**config.mk**
```make
export PLATFORM = sky130hd
export DESIGN_NAME = rita_reg_array
export DESIGN_NICKNAME = d
export VERILOG_FILES = /design/src/core/rita_pkg.sv /design/src/core/rita_apb_if.sv /design/src/core/rita_apb_slave.sv /design/src/core/rita_reg_array.sv
export SDC_FILE = /design/constraint.sdc
export NUM_CORES = 1
export LEC_CHECK = 0
export BUFFER_PORTS_ARGS = -buffer_cell sky130_fd_sc_hd__buf_2
export CAP_MARGIN = 5
export CORE_MARGIN = 2
export CORE_UTILIZATION = 45
export DETAILED_ROUTE_END_ITERATION = 6
export PLACE_DENSITY_LB_ADDON = 0.25
export SLEW_MARGIN = 10
export SYNTH_ARGS = -nofsm -noshare
export SYNTH_HDL_FRONTEND = slang
export SYNTH_SLANG_ARGS = --single-unit
export TNS_END_PERCENT = 100
```
**constraint.sdc**
```tcl
create_clock -name ref_clk -period 2.3 [get_ports ref_clk]
set_clock_uncertainty 0.15 [all_clocks]
set_input_delay 0.46 -clock ref_clk [delete_from_list [all_inputs] [get_ports ref_clk]]
set_output_delay 0.46 -clock ref_clk [all_outputs]
set_load 0.02 [all_outputs]
```
**src/core/rita_pkg.sv**
```systemverilog
/*
 * package for the register init and test access block: mode codes, widths,
 * power-up clear timing and the apb register map.
 * assumes a single 50 MHz clock and a 32-bit apb master.
 */
package rita_pkg;
   // ****************************************************************
   // timing
   // ****************************************************************
   localparam int CLK_PERIOD_NS = 20;
   localparam int POWER_UP_CLEAR_INTERVAL_NS = 10000;
   // longest time rounds down
   localparam int POWER_UP_CLEAR_CYCLES = POWER_UP_CLEAR_INTERVAL_NS / CLK_PERIOD_NS;
   localparam int CLEAR_CNT_W = 10;

   // ****************************************************************
   // test modes
   // ****************************************************************
   typedef enum logic [1:0] {
      RITA_NORMAL = 2'h0,
      RITA_PRELOAD = 2'h1,
      RITA_OBSERVE = 2'h2
   } rita_mode_t;

   // power-up sequencer, one-hot
   typedef enum logic [1:0] {
      RITA_CLEARING = 2'b01,
      RITA_RUNNING = 2'b10
   } rita_seq_t;

   // ****************************************************************
   // apb register map (byte addresses)
   // ****************************************************************
   localparam logic [11:0] OFS_MODE = 12'h000;
   localparam logic [11:0] OFS_POLARITY = 12'h004;
   localparam logic [11:0] OFS_COMBSEL = 12'h008;
   localparam logic [11:0] OFS_OE = 12'h00C;
   localparam logic [11:0] OFS_ASYNC = 12'h010;
   localparam logic [11:0] OFS_STATE = 12'h014;
   localparam logic [11:0] OFS_STATUS = 12'h018;
   localparam logic [11:0] OFS_PIN_OUT = 12'h01C;
   localparam int MODE_LSB = 0;
   localparam int STATUS_READY_BIT = 0;
   localparam logic [31:0] RST_ZERO = 32'h0000_0000;
   localparam int ASYNC_RST_LSB = 0;
   localparam int ASYNC_SET_LSB = 16;
endpackage : rita_pkg

```
**src/core/rita_apb_if.sv**
```systemverilog
/*
 * apb carrier between the top and its register slave.
 * assumes one clock shared by both ends.
 */
interface rita_apb_if;
   logic psel;
   logic penable;
   logic pwrite;
   logic [11:0] paddr;
   logic [31:0] pwdata;
   logic [31:0] prdata;
   logic pready;
   logic pslverr;
   logic wrStb;
   logic rdStb;
   modport slave (input psel, penable, pwrite, paddr, pwdata, output pready, pslverr, wrStb, rdStb);
   modport core (input wrStb, rdStb, paddr, pwdata, output prdata);
endinterface : rita_apb_if

```
**src/core/rita_apb_slave.sv**
```systemverilog
/*
 * apb slave handshake: zero wait states, one-cycle write and read strobes.
 * assumes the master holds the request until pready.
 */
module rita_apb_slave
   import rita_pkg::*;
(
   rita_apb_if.slave bus
);
   // ****************************************************************
   // handshake
   // ****************************************************************
   // always ready, writes act in the access phase
   assign bus.pready = 1'b1;
   assign bus.wrStb = bus.psel & bus.penable & bus.pwrite;
   // read strobe in setup so registered read data stands in the access phase
   assign bus.rdStb = bus.psel & ~bus.penable & ~bus.pwrite;
   // unmapped: any offset past the last word or not aligned
   assign bus.pslverr = bus.psel & bus.penable & ((bus.paddr > OFS_PIN_OUT) | (bus.paddr[1:0] != 2'h0));
endmodule : rita_apb_slave

```
**src/core/rita_reg_array.sv**
```systemverilog
/*
 * register array with power-up clear, preload, observe, async reset and
 * preset terms and combinatorial/registered output cells.
 * assumes: pins are synchronous to ref_clk; the user logic next-state and
 * combinatorial product-sum values arrive on plain ports from the array logic.
 */
// The placing of the registers and register access over APB are this design's own decisions.
module rita_reg_array
   import rita_pkg::*;
#(
   parameter int N = 16
)(
   input wire logic ref_clk,
   input wire logic sys_rst,
   input wire logic psel,
   input wire logic penable,
   input wire logic pwrite,
   input wire logic [11:0] paddr,
   input wire logic [31:0] pwdata,
   output logic [31:0] prdata,
   output logic pready,
   output logic pslverr,
   input wire logic [N-1:0] pinIn,
   input wire logic [N-1:0] logicNext,
   input wire logic [N-1:0] productSum,
   output logic [N-1:0] pinOut,
   output logic [N-1:0] pinOeN,
   output logic clearDone
);
   rita_apb_if bus ();
   rita_seq_t seq_q;
   logic [CLEAR_CNT_W-1:0] clrCnt_q;
   rita_mode_t mode_q;
   logic [N-1:0] polarity_q, combSel_q, oe_q, ffs_q, rstTerm_q, setTerm_q;
   logic [N-1:0] ffs_d, rawOut, asyncRst, asyncSet;
   logic [31:0] prdata_q;
   logic testMode, running;

   assign bus.psel = psel;
   assign bus.penable = penable;
   assign bus.pwrite = pwrite;
   assign bus.paddr = paddr;
   assign bus.pwdata = pwdata;
   assign pready = bus.pready;
   assign pslverr = bus.pslverr;
   assign bus.prdata = prdata_q;
   assign prdata = bus.prdata;

   rita_apb_slave u_slave (
      .bus(bus)
   );

   function automatic logic [31:0] widen(input logic [N-1:0] v);
      widen = 32'(v);
   endfunction

   // ****************************************************************
   // power-up clear sequencer
   // ****************************************************************
   // clear count bounded
   always_ff @(posedge ref_clk) begin
      if (sys_rst) begin
         seq_q <= RITA_CLEARING;
         clrCnt_q <= '0;
      end else begin
         unique case (seq_q)
            RITA_CLEARING: begin
               clrCnt_q <= clrCnt_q + 1'b1;
               if (clrCnt_q == CLEAR_CNT_W'(POWER_UP_CLEAR_CYCLES - 1)) begin
                  seq_q <= RITA_RUNNING;
               end
            end
            RITA_RUNNING: begin
               clrCnt_q <= clrCnt_q;
            end
            default: begin
               seq_q <= RITA_CLEARING;
            end
         endcase
      end
   end
   assign running = (seq_q == RITA_RUNNING);
   assign clearDone = running;

   // ****************************************************************
   // configuration registers
   // ****************************************************************
   // mode selection
   always_ff @(posedge ref_clk) begin
      if (sys_rst) begin
         mode_q <= RITA_NORMAL;
         polarity_q <= '0;
         combSel_q <= '0;
         oe_q <= '0;
         rstTerm_q <= '0;
         setTerm_q <= '0;
      end else if (bus.wrStb && !bus.pslverr) begin
         unique case (paddr)
            OFS_MODE: begin
               if (pwdata[MODE_LSB +: 2] != 2'h3) begin
                  mode_q <= rita_mode_t'(pwdata[MODE_LSB +: 2]);
               end
            end
            OFS_POLARITY: polarity_q <= pwdata[N-1:0];
            OFS_COMBSEL: combSel_q <= pwdata[N-1:0];
            OFS_OE: oe_q <= pwdata[N-1:0];
            OFS_ASYNC: begin
               rstTerm_q <= pwdata[ASYNC_RST_LSB +: N];
               setTerm_q <= pwdata[ASYNC_SET_LSB +: N];
            end
            default: ;
         endcase
      end
   end
   assign testMode = (mode_q != RITA_NORMAL);

   // ****************************************************************
   // flip-flop array
   // ****************************************************************
   // async terms are driven by register contents
   assign asyncRst = {N{|(ffs_q & rstTerm_q)}};
   assign asyncSet = {N{|(ffs_q & setTerm_q)}} & ~asyncRst;

   // next value, async terms win over preload and logic
   always_comb begin
      ffs_d = ffs_q;
      if (!running) begin
         ffs_d = '0;
      end else begin
         unique case (mode_q)
            RITA_PRELOAD: ffs_d = pinIn;
            RITA_NORMAL: ffs_d = logicNext;
            default: ffs_d = ffs_q;
         endcase
         ffs_d = (ffs_d & ~(asyncRst & rstTerm_q)) | (asyncSet & setTerm_q);
      end
   end

   always_ff @(posedge ref_clk) begin
      if (sys_rst) begin
         ffs_q <= '0;
      end else begin
         ffs_q <= ffs_d;
      end
   end

   // ****************************************************************
   // output cells
   // ****************************************************************
   // combinatorial forced registered in test modes, productSum ignored
   always_comb begin
      for (int i = 0; i < N; i++) begin
         if (combSel_q[i] && !testMode) begin
            rawOut[i] = productSum[i];
         end else begin
            rawOut[i] = ffs_q[i];
         end
      end
   end

   // polarity applied; observe forces enables on
   always_ff @(posedge ref_clk) begin
      if (sys_rst) begin
         pinOut <= '0;
         pinOeN <= '1;
      end else begin
         pinOut <= rawOut ^ polarity_q;
         if (mode_q == RITA_OBSERVE) begin
            pinOeN <= '0;
         end else if (mode_q == RITA_PRELOAD) begin
            pinOeN <= '1;
         end else begin
            pinOeN <= ~oe_q;
         end
      end
   end

   // ****************************************************************
   // read path
   // ****************************************************************
   // loads in the setup cycle, so the word is valid while pready is high
   always_ff @(posedge ref_clk) begin
      if (sys_rst) begin
         prdata_q <= RST_ZERO;
      end else if (bus.rdStb) begin
         unique case (paddr)
            OFS_MODE: prdata_q <= 32'(mode_q);
            OFS_POLARITY: prdata_q <= widen(polarity_q);
            OFS_COMBSEL: prdata_q <= widen(combSel_q);
            OFS_OE: prdata_q <= widen(oe_q);
            OFS_ASYNC: prdata_q <= widen(rstTerm_q) | (widen(setTerm_q) << ASYNC_SET_LSB);
            OFS_STATE: prdata_q <= widen(ffs_q);
            OFS_STATUS: prdata_q <= 32'(running);
            OFS_PIN_OUT: prdata_q <= widen(pinOut);
            default: prdata_q <= RST_ZERO;
         endcase
      end
   end

   // ****************************************************************
   // checks
   // ****************************************************************
   clear_low_a: assert property (@(posedge ref_clk) disable iff (sys_rst) !running |=> (ffs_q == '0))
      else $error("flip-flops not cleared");
   clear_bound_a: assert property (@(posedge ref_clk) $fell(sys_rst) |-> ##[499:500] running)
      else $error("clear interval wrong");
   preload_load_a: assert property (@(posedge ref_clk) disable iff (sys_rst)
      (running && mode_q == RITA_PRELOAD && !(|(ffs_q & (rstTerm_q | setTerm_q)))) |=> (ffs_q == $past(pinIn)))
      else $error("preload lost");
   observe_oe_a: assert property (@(posedge ref_clk) disable iff (sys_rst)
      mode_q == RITA_OBSERVE |=> (pinOeN == '0))
      else $error("observe enable not forced");
   async_rst_a: assert property (@(posedge ref_clk) disable iff (sys_rst)
      (running && |(ffs_q & rstTerm_q)) |=> ((ffs_q & $past(rstTerm_q)) == '0))
      else $error("async reset ignored");
   polarity_out_a: assert property (@(posedge ref_clk) disable iff (sys_rst)
      (!running ##1 !running) |=> (pinOut == $past(polarity_q)))
      else $error("polarity wrong after clear");
   test_reg_a: assert property (@(posedge ref_clk) disable iff (sys_rst)
      testMode |=> (pinOut == ($past(ffs_q) ^ $past(polarity_q))))
      else $error("comb output not registered");
   comb_restore_a: assert property (@(posedge ref_clk) disable iff (sys_rst)
      (!testMode && combSel_q[0]) |=> (pinOut[0] == ($past(productSum[0]) ^ $past(polarity_q[0]))))
      else $error("comb output not restored");
endmodule : rita_reg_array

```
==> run_results.csv, run 1 <==
group,metric,value,unit
timing,maxSlewViolCount,0,
cells_and_area,antenna_cells,0,
synth,synthCells,872,
synth,async_flop_share,0,
cts,clk_path_buf_depth,2,
worst_setup_path,cp_data_required_time,1690,ps
global_route,grt_max_degree,36,
worst_setup_path,slowest_delay,460,ps
status,outcome,"completed",
cts,post_cts_resized,0,
synth,synth_ff_type,"dfxtp_1",
power,fin_total_pwr,6.382,mW
floorplan,initial_core_util,0.4624,
timing,finalHoldViolCount,0,
hold_path,hp-class,"in2reg",
floorplan,rows,47,
cts,tritoncts,"built",
synth,synth_edf_count,0,
synth,syn_nets,970,
global_route,grt_pass1_wl,36.87,mm
global_route,grt_pass1_vias,6714,
synth,ys_seq_area_frac,0.4527,
cts,root_buffer,"clkbuf_16",
cts,htreeDepth,4,
drt,drc,0,
floorplan,die_width,134.8,microns
floorplan,io_pins,164,
worst_setup_path,cp_max_fo,5,
synth,yosysWarnings,0,
worst_setup_path,arrival,1650,ps
floorplan,dieArea,0.01816,sq mm
synth,ys_ff_latch,174,
global_route,grtUsageTotal,0.2657,
place,dp_hpwl,17.94,mm
timing,fin_crit_sh,0.9833,
cts,post_cts_buffers,0,
cts,clkTransAtPathRegs,70,ps
worst_setup_path,path_common_cell,"buf_2",
global_route,antenna_found_initial,0,
cells_and_area,syn_to_final_growth,25.11,%
flow_run,drv_cap,0,
timing,slew_headroom,0.3293,
timing,min_period,2262,ps
worst_setup_path,rrSetupSlack,170,ps
drt,wirelength,24.20,mm
synth,avgSynthCellArea,8.824,sq um
timing,tightest_slew,1006,ps
power,power_leakage,3.969,nW
cells_and_area,final_cell_mix,"176 x nand2_1, 174 x dfxtp_1, 161 x buf_2, 77 x a21oi_1, 76 x nor2_1",
synth,syn_area,0.007695,sq mm
cts,clock_latency,440,ps
power,ir_drop,0.0005240,V
drt,drt_pass1_iterations,5,
worst_setup_path,crit_type,"in2out",
drt,avgRoutedWirePerCell,18.85,microns
synth,ys_types,56,
worst_setup_path,slowest_stage,"nor4_4",
worst_setup_path,endpoint_kind,"output port",
floorplan,die_h,134.8,microns
worst_setup_path,startpoint_type,"input pin",
cts,cts_sinks,174,
place,routabilityCongestion,0.8925,
drt,vias,7238,
global_route,grt.overflow.total,0,
place,port_buffers,162,
timing,setup_viol,0,
timing,fin_tns_setup,0,ps
drt,drt_first_iter_violations,744,
drt,ant_nets,0,
cts,holdBufCountCts,0,
timing,max_freq,442.2,MHz
cells_and_area,layout.nets,1149,
power,p_per_area,663.0,mW/mm^2
cells_and_area,drive_above_1_share,0.2697,
cts,cts_made_buffers,17,
drt,viasPerCell,5.637,
timing,rsz0062_at_grt,"no",
floorplan,coreArea,0.01664,sq mm
worst_setup_path,path_cells,"buf_2 > nor4_4 > and3_2 > buf_4 > nor2_1 > buf_2",
cells_and_area,layout_commonest_cell,"nand2_1",
-- final cells by class --
cell class                 instances  area [sq um]
multi-input combinational        637          3919
fill                            1514          7015
clock buffer                      17         425.4
clock inverter                    15         195.2
tap                              220         275.3
inverter                           4         15.01
timing repair buffer             217          1314
sequential                       174          3483
-- cell families (layout without fill, tap and decap cells) --
| group | count (synthesis) | count (layout) | synth area share |
|---|---|---|---|
| AND/OR/NAND/NOR | 306 | 306 | 0.1750 |
| buffers and inverters | 61 | 253 | 0.03886 |
| flip-flops | 174 | 174 | 0.4527 |
| multiplexers | 79 | 79 | 0.1088 |
| adder cells (fa/ha/maj) | 1 | 1 | 0.001626 |
| XOR/XNOR | 23 | 23 | 0.02618 |
| other | 1 | 1 | 0.0004873 |
| AO/OA/AOI/OAI | 227 | 227 | 0.1964 |
-- through the flow --
stage / instances / setup slack [ps] / hold WS (ps) / utilization / area (sq um)
final: 1284 / 38.34 / 111.9 / 0.5785 / 9627
after global routing: 1284 / 12.29 / 105.2 / 0.5785 / 9627
after CTS: 1284 / 66.15 / 103.9 / 0.5785 / 9627
after detailed placement: 1252 / -14.20 / 309.5 / 0.5412 / 9006
after global placement: 1252 / 36.32 / 303.3 / 0.5412 / 9006
after floorplan: 872 / 205.0 / 288.2 / - / 7695
-- power by group --
group          switching [mW]  internal (mW)
logic                   0.198          0.124
clock network            1.23           1.81
registers             0.00496           3.02
-- synthesized netlist by cell type, drive strengths merged, types with 3 or more instances --
library cell / count / area, sq um
o21ai: 39 / 195.2
buf: 24 / 160.1
a21oi: 77 / 385.4
nor2: 77 / 291.5
xor2: 22 / 192.7
dfxtp: 174 / 3483
nand4: 8 / 71.32
nand3: 10 / 55.05
a22o: 17 / 148.9
a221oi: 15 / 156.4
clkbuf: 33 / 123.9
mux2i: 60 / 600.6
mux2: 17 / 191.4
nand2: 176 / 660.6
and3: 5 / 32.53
nor4: 4 / 40.04
or3: 4 / 25.02
a211oi: 19 / 142.6
o22ai: 5 / 31.28
a22oi: 28 / 210.2
nor2b: 6 / 37.54
inv: 3 / 11.26
o2111a: 3 / 33.78
nor3: 7 / 61.31
a21o: 16 / 120.1
-- layer usage --
layer / routed length (microns) / vias to the layer above / part of all wire / global-route usage
li1: - / 3444 / - / -
met1: 10500 / 3457 / 0.43 / 0.3545
met2: 11590 / 298 / 0.48 / 0.4281
met3: 1623 / 39 / 0.067 / 0.06044
met4: 483 / 0 / 0.020 / 0.08480
met5: 0 / - / 0 / 0
-- worst max-delay path, delay by kind of cell --
| family | cells | cell delay [ps] |
|---|---|---|
| buf+inv | 3 | 410 |
| simple gates | 3 | 780 |
-- worst paths after layout --
kind	from	end	depth (start not counted)
hold reg to reg	combSel_q[10]$_SDFFE_PP0P_	combSel_q[10]$_SDFFE_PP0P_	2
setup / recovery	paddr[9]	pslverr	6
setup reg to reg	ffs_q[12]$_SDFF_PP0_	ffs_q[8]$_SDFF_PP0_	6
hold / removal	pwdata[31]	setTerm_q[15]$_SDFFE_PP0P_	3
-- sequential cells by signal, summed over array words and instances (netlist names) --
register    count
mode_q          2
pinOut         16
oe_q           16
setTerm_q      16
ffs_q          16
prdata         32
rstTerm_q      16
pinOeN         16
polarity_q     16
clrCnt_q       10
seq_q           2
combSel_q      16
(Power assumes the default switching activity.)
==> run 2, diff against run 1 <==
- CORE_UTILIZATION: 45 -> 35
==> run_results.csv, run 2 (same netlist as run 1, synthesis figures left out) <==
group,metric,value,unit
status,outcome,"completed",
flow_run,drv_cap,0,
floorplan,die_h,152.3,microns
drt,top_layer,"met4",
drt,avgRoutedWirePerCell,19.76,microns
power,power_leakage,4.031,nW
place,postPlaceCellArea,0.009151,sq mm
floorplan,die_width,152.3,microns
worst_setup_path,crit_start,"paddr[9]",
power,p_sw_frac,0.2342,
cells_and_area,stdcell_area,0.009767,sq mm
timing,slew_headroom,0.3911,
drt,drt_first_iter_violations,601,
hold_path,hp-class,"in2reg",
cts,cts_sinks,174,
power,p_clk_frac,0.479,
timing,min_period,2255,ps
cells_and_area,drive_above_1_share,0.2787,
power,pwr-share-seq,0.471,
global_route,grtUsageTotal,0.2255,
timing,rsz0062_at_grt,"no",
cts,holdBufCountCts,0,
floorplan,io_pins,164,
power,power_switching,1.503,mW
drt,drt_pass1_iterations,6,
cells_and_area,layout.nets,1165,
drt,routed-wl-met3,1.993,mm
global_route,grt_pass1_vias,6756,
timing,setup_ws,44.86,ps
cts,post_cts_resized,0,
drt,met1Wirelength,12.46,mm
floorplan,coreArea,0.02169,sq mm
place,routabilityCongestion,0.8661,
timing,setup_viol,0,
power,pwr-share-comb,0.051,
global_route,grt.overflow.total,0,
cts,post_cts_buffers,0,
cts,htreeDepth,4,
worst_setup_path,endpoint_kind,"output port",
cells_and_area,layout_commonest_cell,"nand2_1",
power,ir_drop,0.0004456,V
timing,finalHoldViolCount,0,
place,port_buffers,162,
timing,fin_crit_sh,0.9805,
worst_setup_path,arrival,1650,ps
worst_setup_path,slowest_stage,"nor4_4",
cts,root_buffer,"clkbuf_16",
place,dp_slack,-27.86,ps
worst_setup_path,startpoint_type,"input pin",
timing,tightest_slew,910.0,ps
worst_setup_path,cp_max_fo,5,
worst_setup_path,path_cells,"buf_2 > nor4_4 > and3_2 > buf_4 > nor2_1 > buf_2",
cts,clkTransAtPathRegs,70,ps
global_route,grt_pass1_wl,40.51,mm
cells_and_area,final_cell_mix,"176 x nand2_1, 174 x dfxtp_1, 161 x buf_2, 77 x a21oi_1, 76 x nor2_1",
global_route,antenna_found_initial,0,
hold_path,min_from,"pwdata[28]",
cts,tritoncts,"built",
drt,vias,7314,
drt,drc,0,
worst_setup_path,path_common_cell,"buf_2",
place,dp_hpwl,19.94,mm
global_route,grt_max_degree,60,
cells_and_area,largest_reg_flops,32,
cts,clk_path_buf_depth,2,
drt,dr_wl_met2,11.95,mm
worst_setup_path,regToRegStartpoint,"rstTerm_q[2]$_SDFFE_PP0P_",
worst_setup_path,crit_type,"in2out",
cells_and_area,layout.filler_cells,2171,
drt,wirelength,26.87,mm
floorplan,rows,54,
cells_and_area,antenna_cells,0,
drt,ant_nets,0,
cts,clock_latency,440,ps
worst_setup_path,cp_data_required_time,1690,ps
worst_setup_path,slowest_delay,460,ps
timing,max_freq,443.4,MHz
floorplan,dieArea,0.02319,sq mm
power,p_per_area,657.3,mW/mm^2
timing,maxSlewViolCount,0,
cells_and_area,syn_to_final_growth,26.93,%
floorplan,initial_core_util,0.3548,
drt,viasPerCell,5.378,
cts,cts_made_buffers,17,
power,intPower,4.916,mW
run 2: cell types whose count changed in the layout (fill, tap and decap cells not counted), sizes merged:
| cell | delta |
|---|---|
| bufinv | -1 |
| clkinv | -4 |
| inv | +2 |
| clkbuf | +4 |
| buf | +16 |
| clkinvlp | -1 |
run 2: per-layer routing:
metal / global-route usage / vias to the layer above
li1: - / 3474
met1: 0.3230 / 3488
met2: 0.3483 / 319
met3: 0.04750 / 33
met4: 0.05296 / 0
met5: 0 / -
run 2: final timing paths:
check / end / cells after the start / slack (ps)
max: pslverr / 6 / 40
min: setTerm_q[12]$_SDFFE_PP0P_ / 3 / 110
max reg2reg: ffs_q[6]$_SDFF_PP0_ / 5 / 130
min reg2reg: oe_q[6]$_SDFFE_PP0P_ / 2 / 320
run 2: through the flow:
step	setup TNS [ps]	instances	hold slack, ps	power [mW]	util
6_report	0	1360	108.4	6.420	0.4503
5_1_grt	0	1360	108.4	6.618	0.4503
4_1_cts	0	1360	100.2	6.455	0.4503
3_5_place_dp	-28.71	1328	308.9	3.411	0.4219
3_3_place_gp	-2.961	1328	304.0	3.412	0.4219
2_1_floorplan	0	872	288.2	3.227	-
run 2: cell type report:
| type | instances | area, sq um | area share |
|---|---|---|---|
| inverter | 4 | 15.01 | 0.001537 |
| clock inverter | 11 | 155.1 | 0.01589 |
| tap | 280 | 350.3 | 0.03587 |
| sequential | 174 | 3483 | 0.3566 |
| timing repair buffer | 233 | 1384 | 0.1417 |
| clock buffer | 21 | 460.4 | 0.04714 |
| multi-input combinational | 637 | 3919 | 0.4012 |
run 2: worst max-delay path, delay by kind of cell:
| kind | cells | cell delay (ps) |
|---|---|---|
| buf+inv | 3 | 390 |
| simple gates | 3 | 790 |
run 2: power groups by stage:
stage | Combinational [mW] | Clock, mW | Sequential, mW
after floorplan | 0.139 | 0 | 3.09
after global placement | 0.323 | 0 | 3.09
after detailed placement | 0.321 | 0 | 3.09
after CTS | 0.323 | 3.11 | 3.02
after global routing | 0.350 | 3.25 | 3.02
final | 0.327 | 3.07 | 3.02
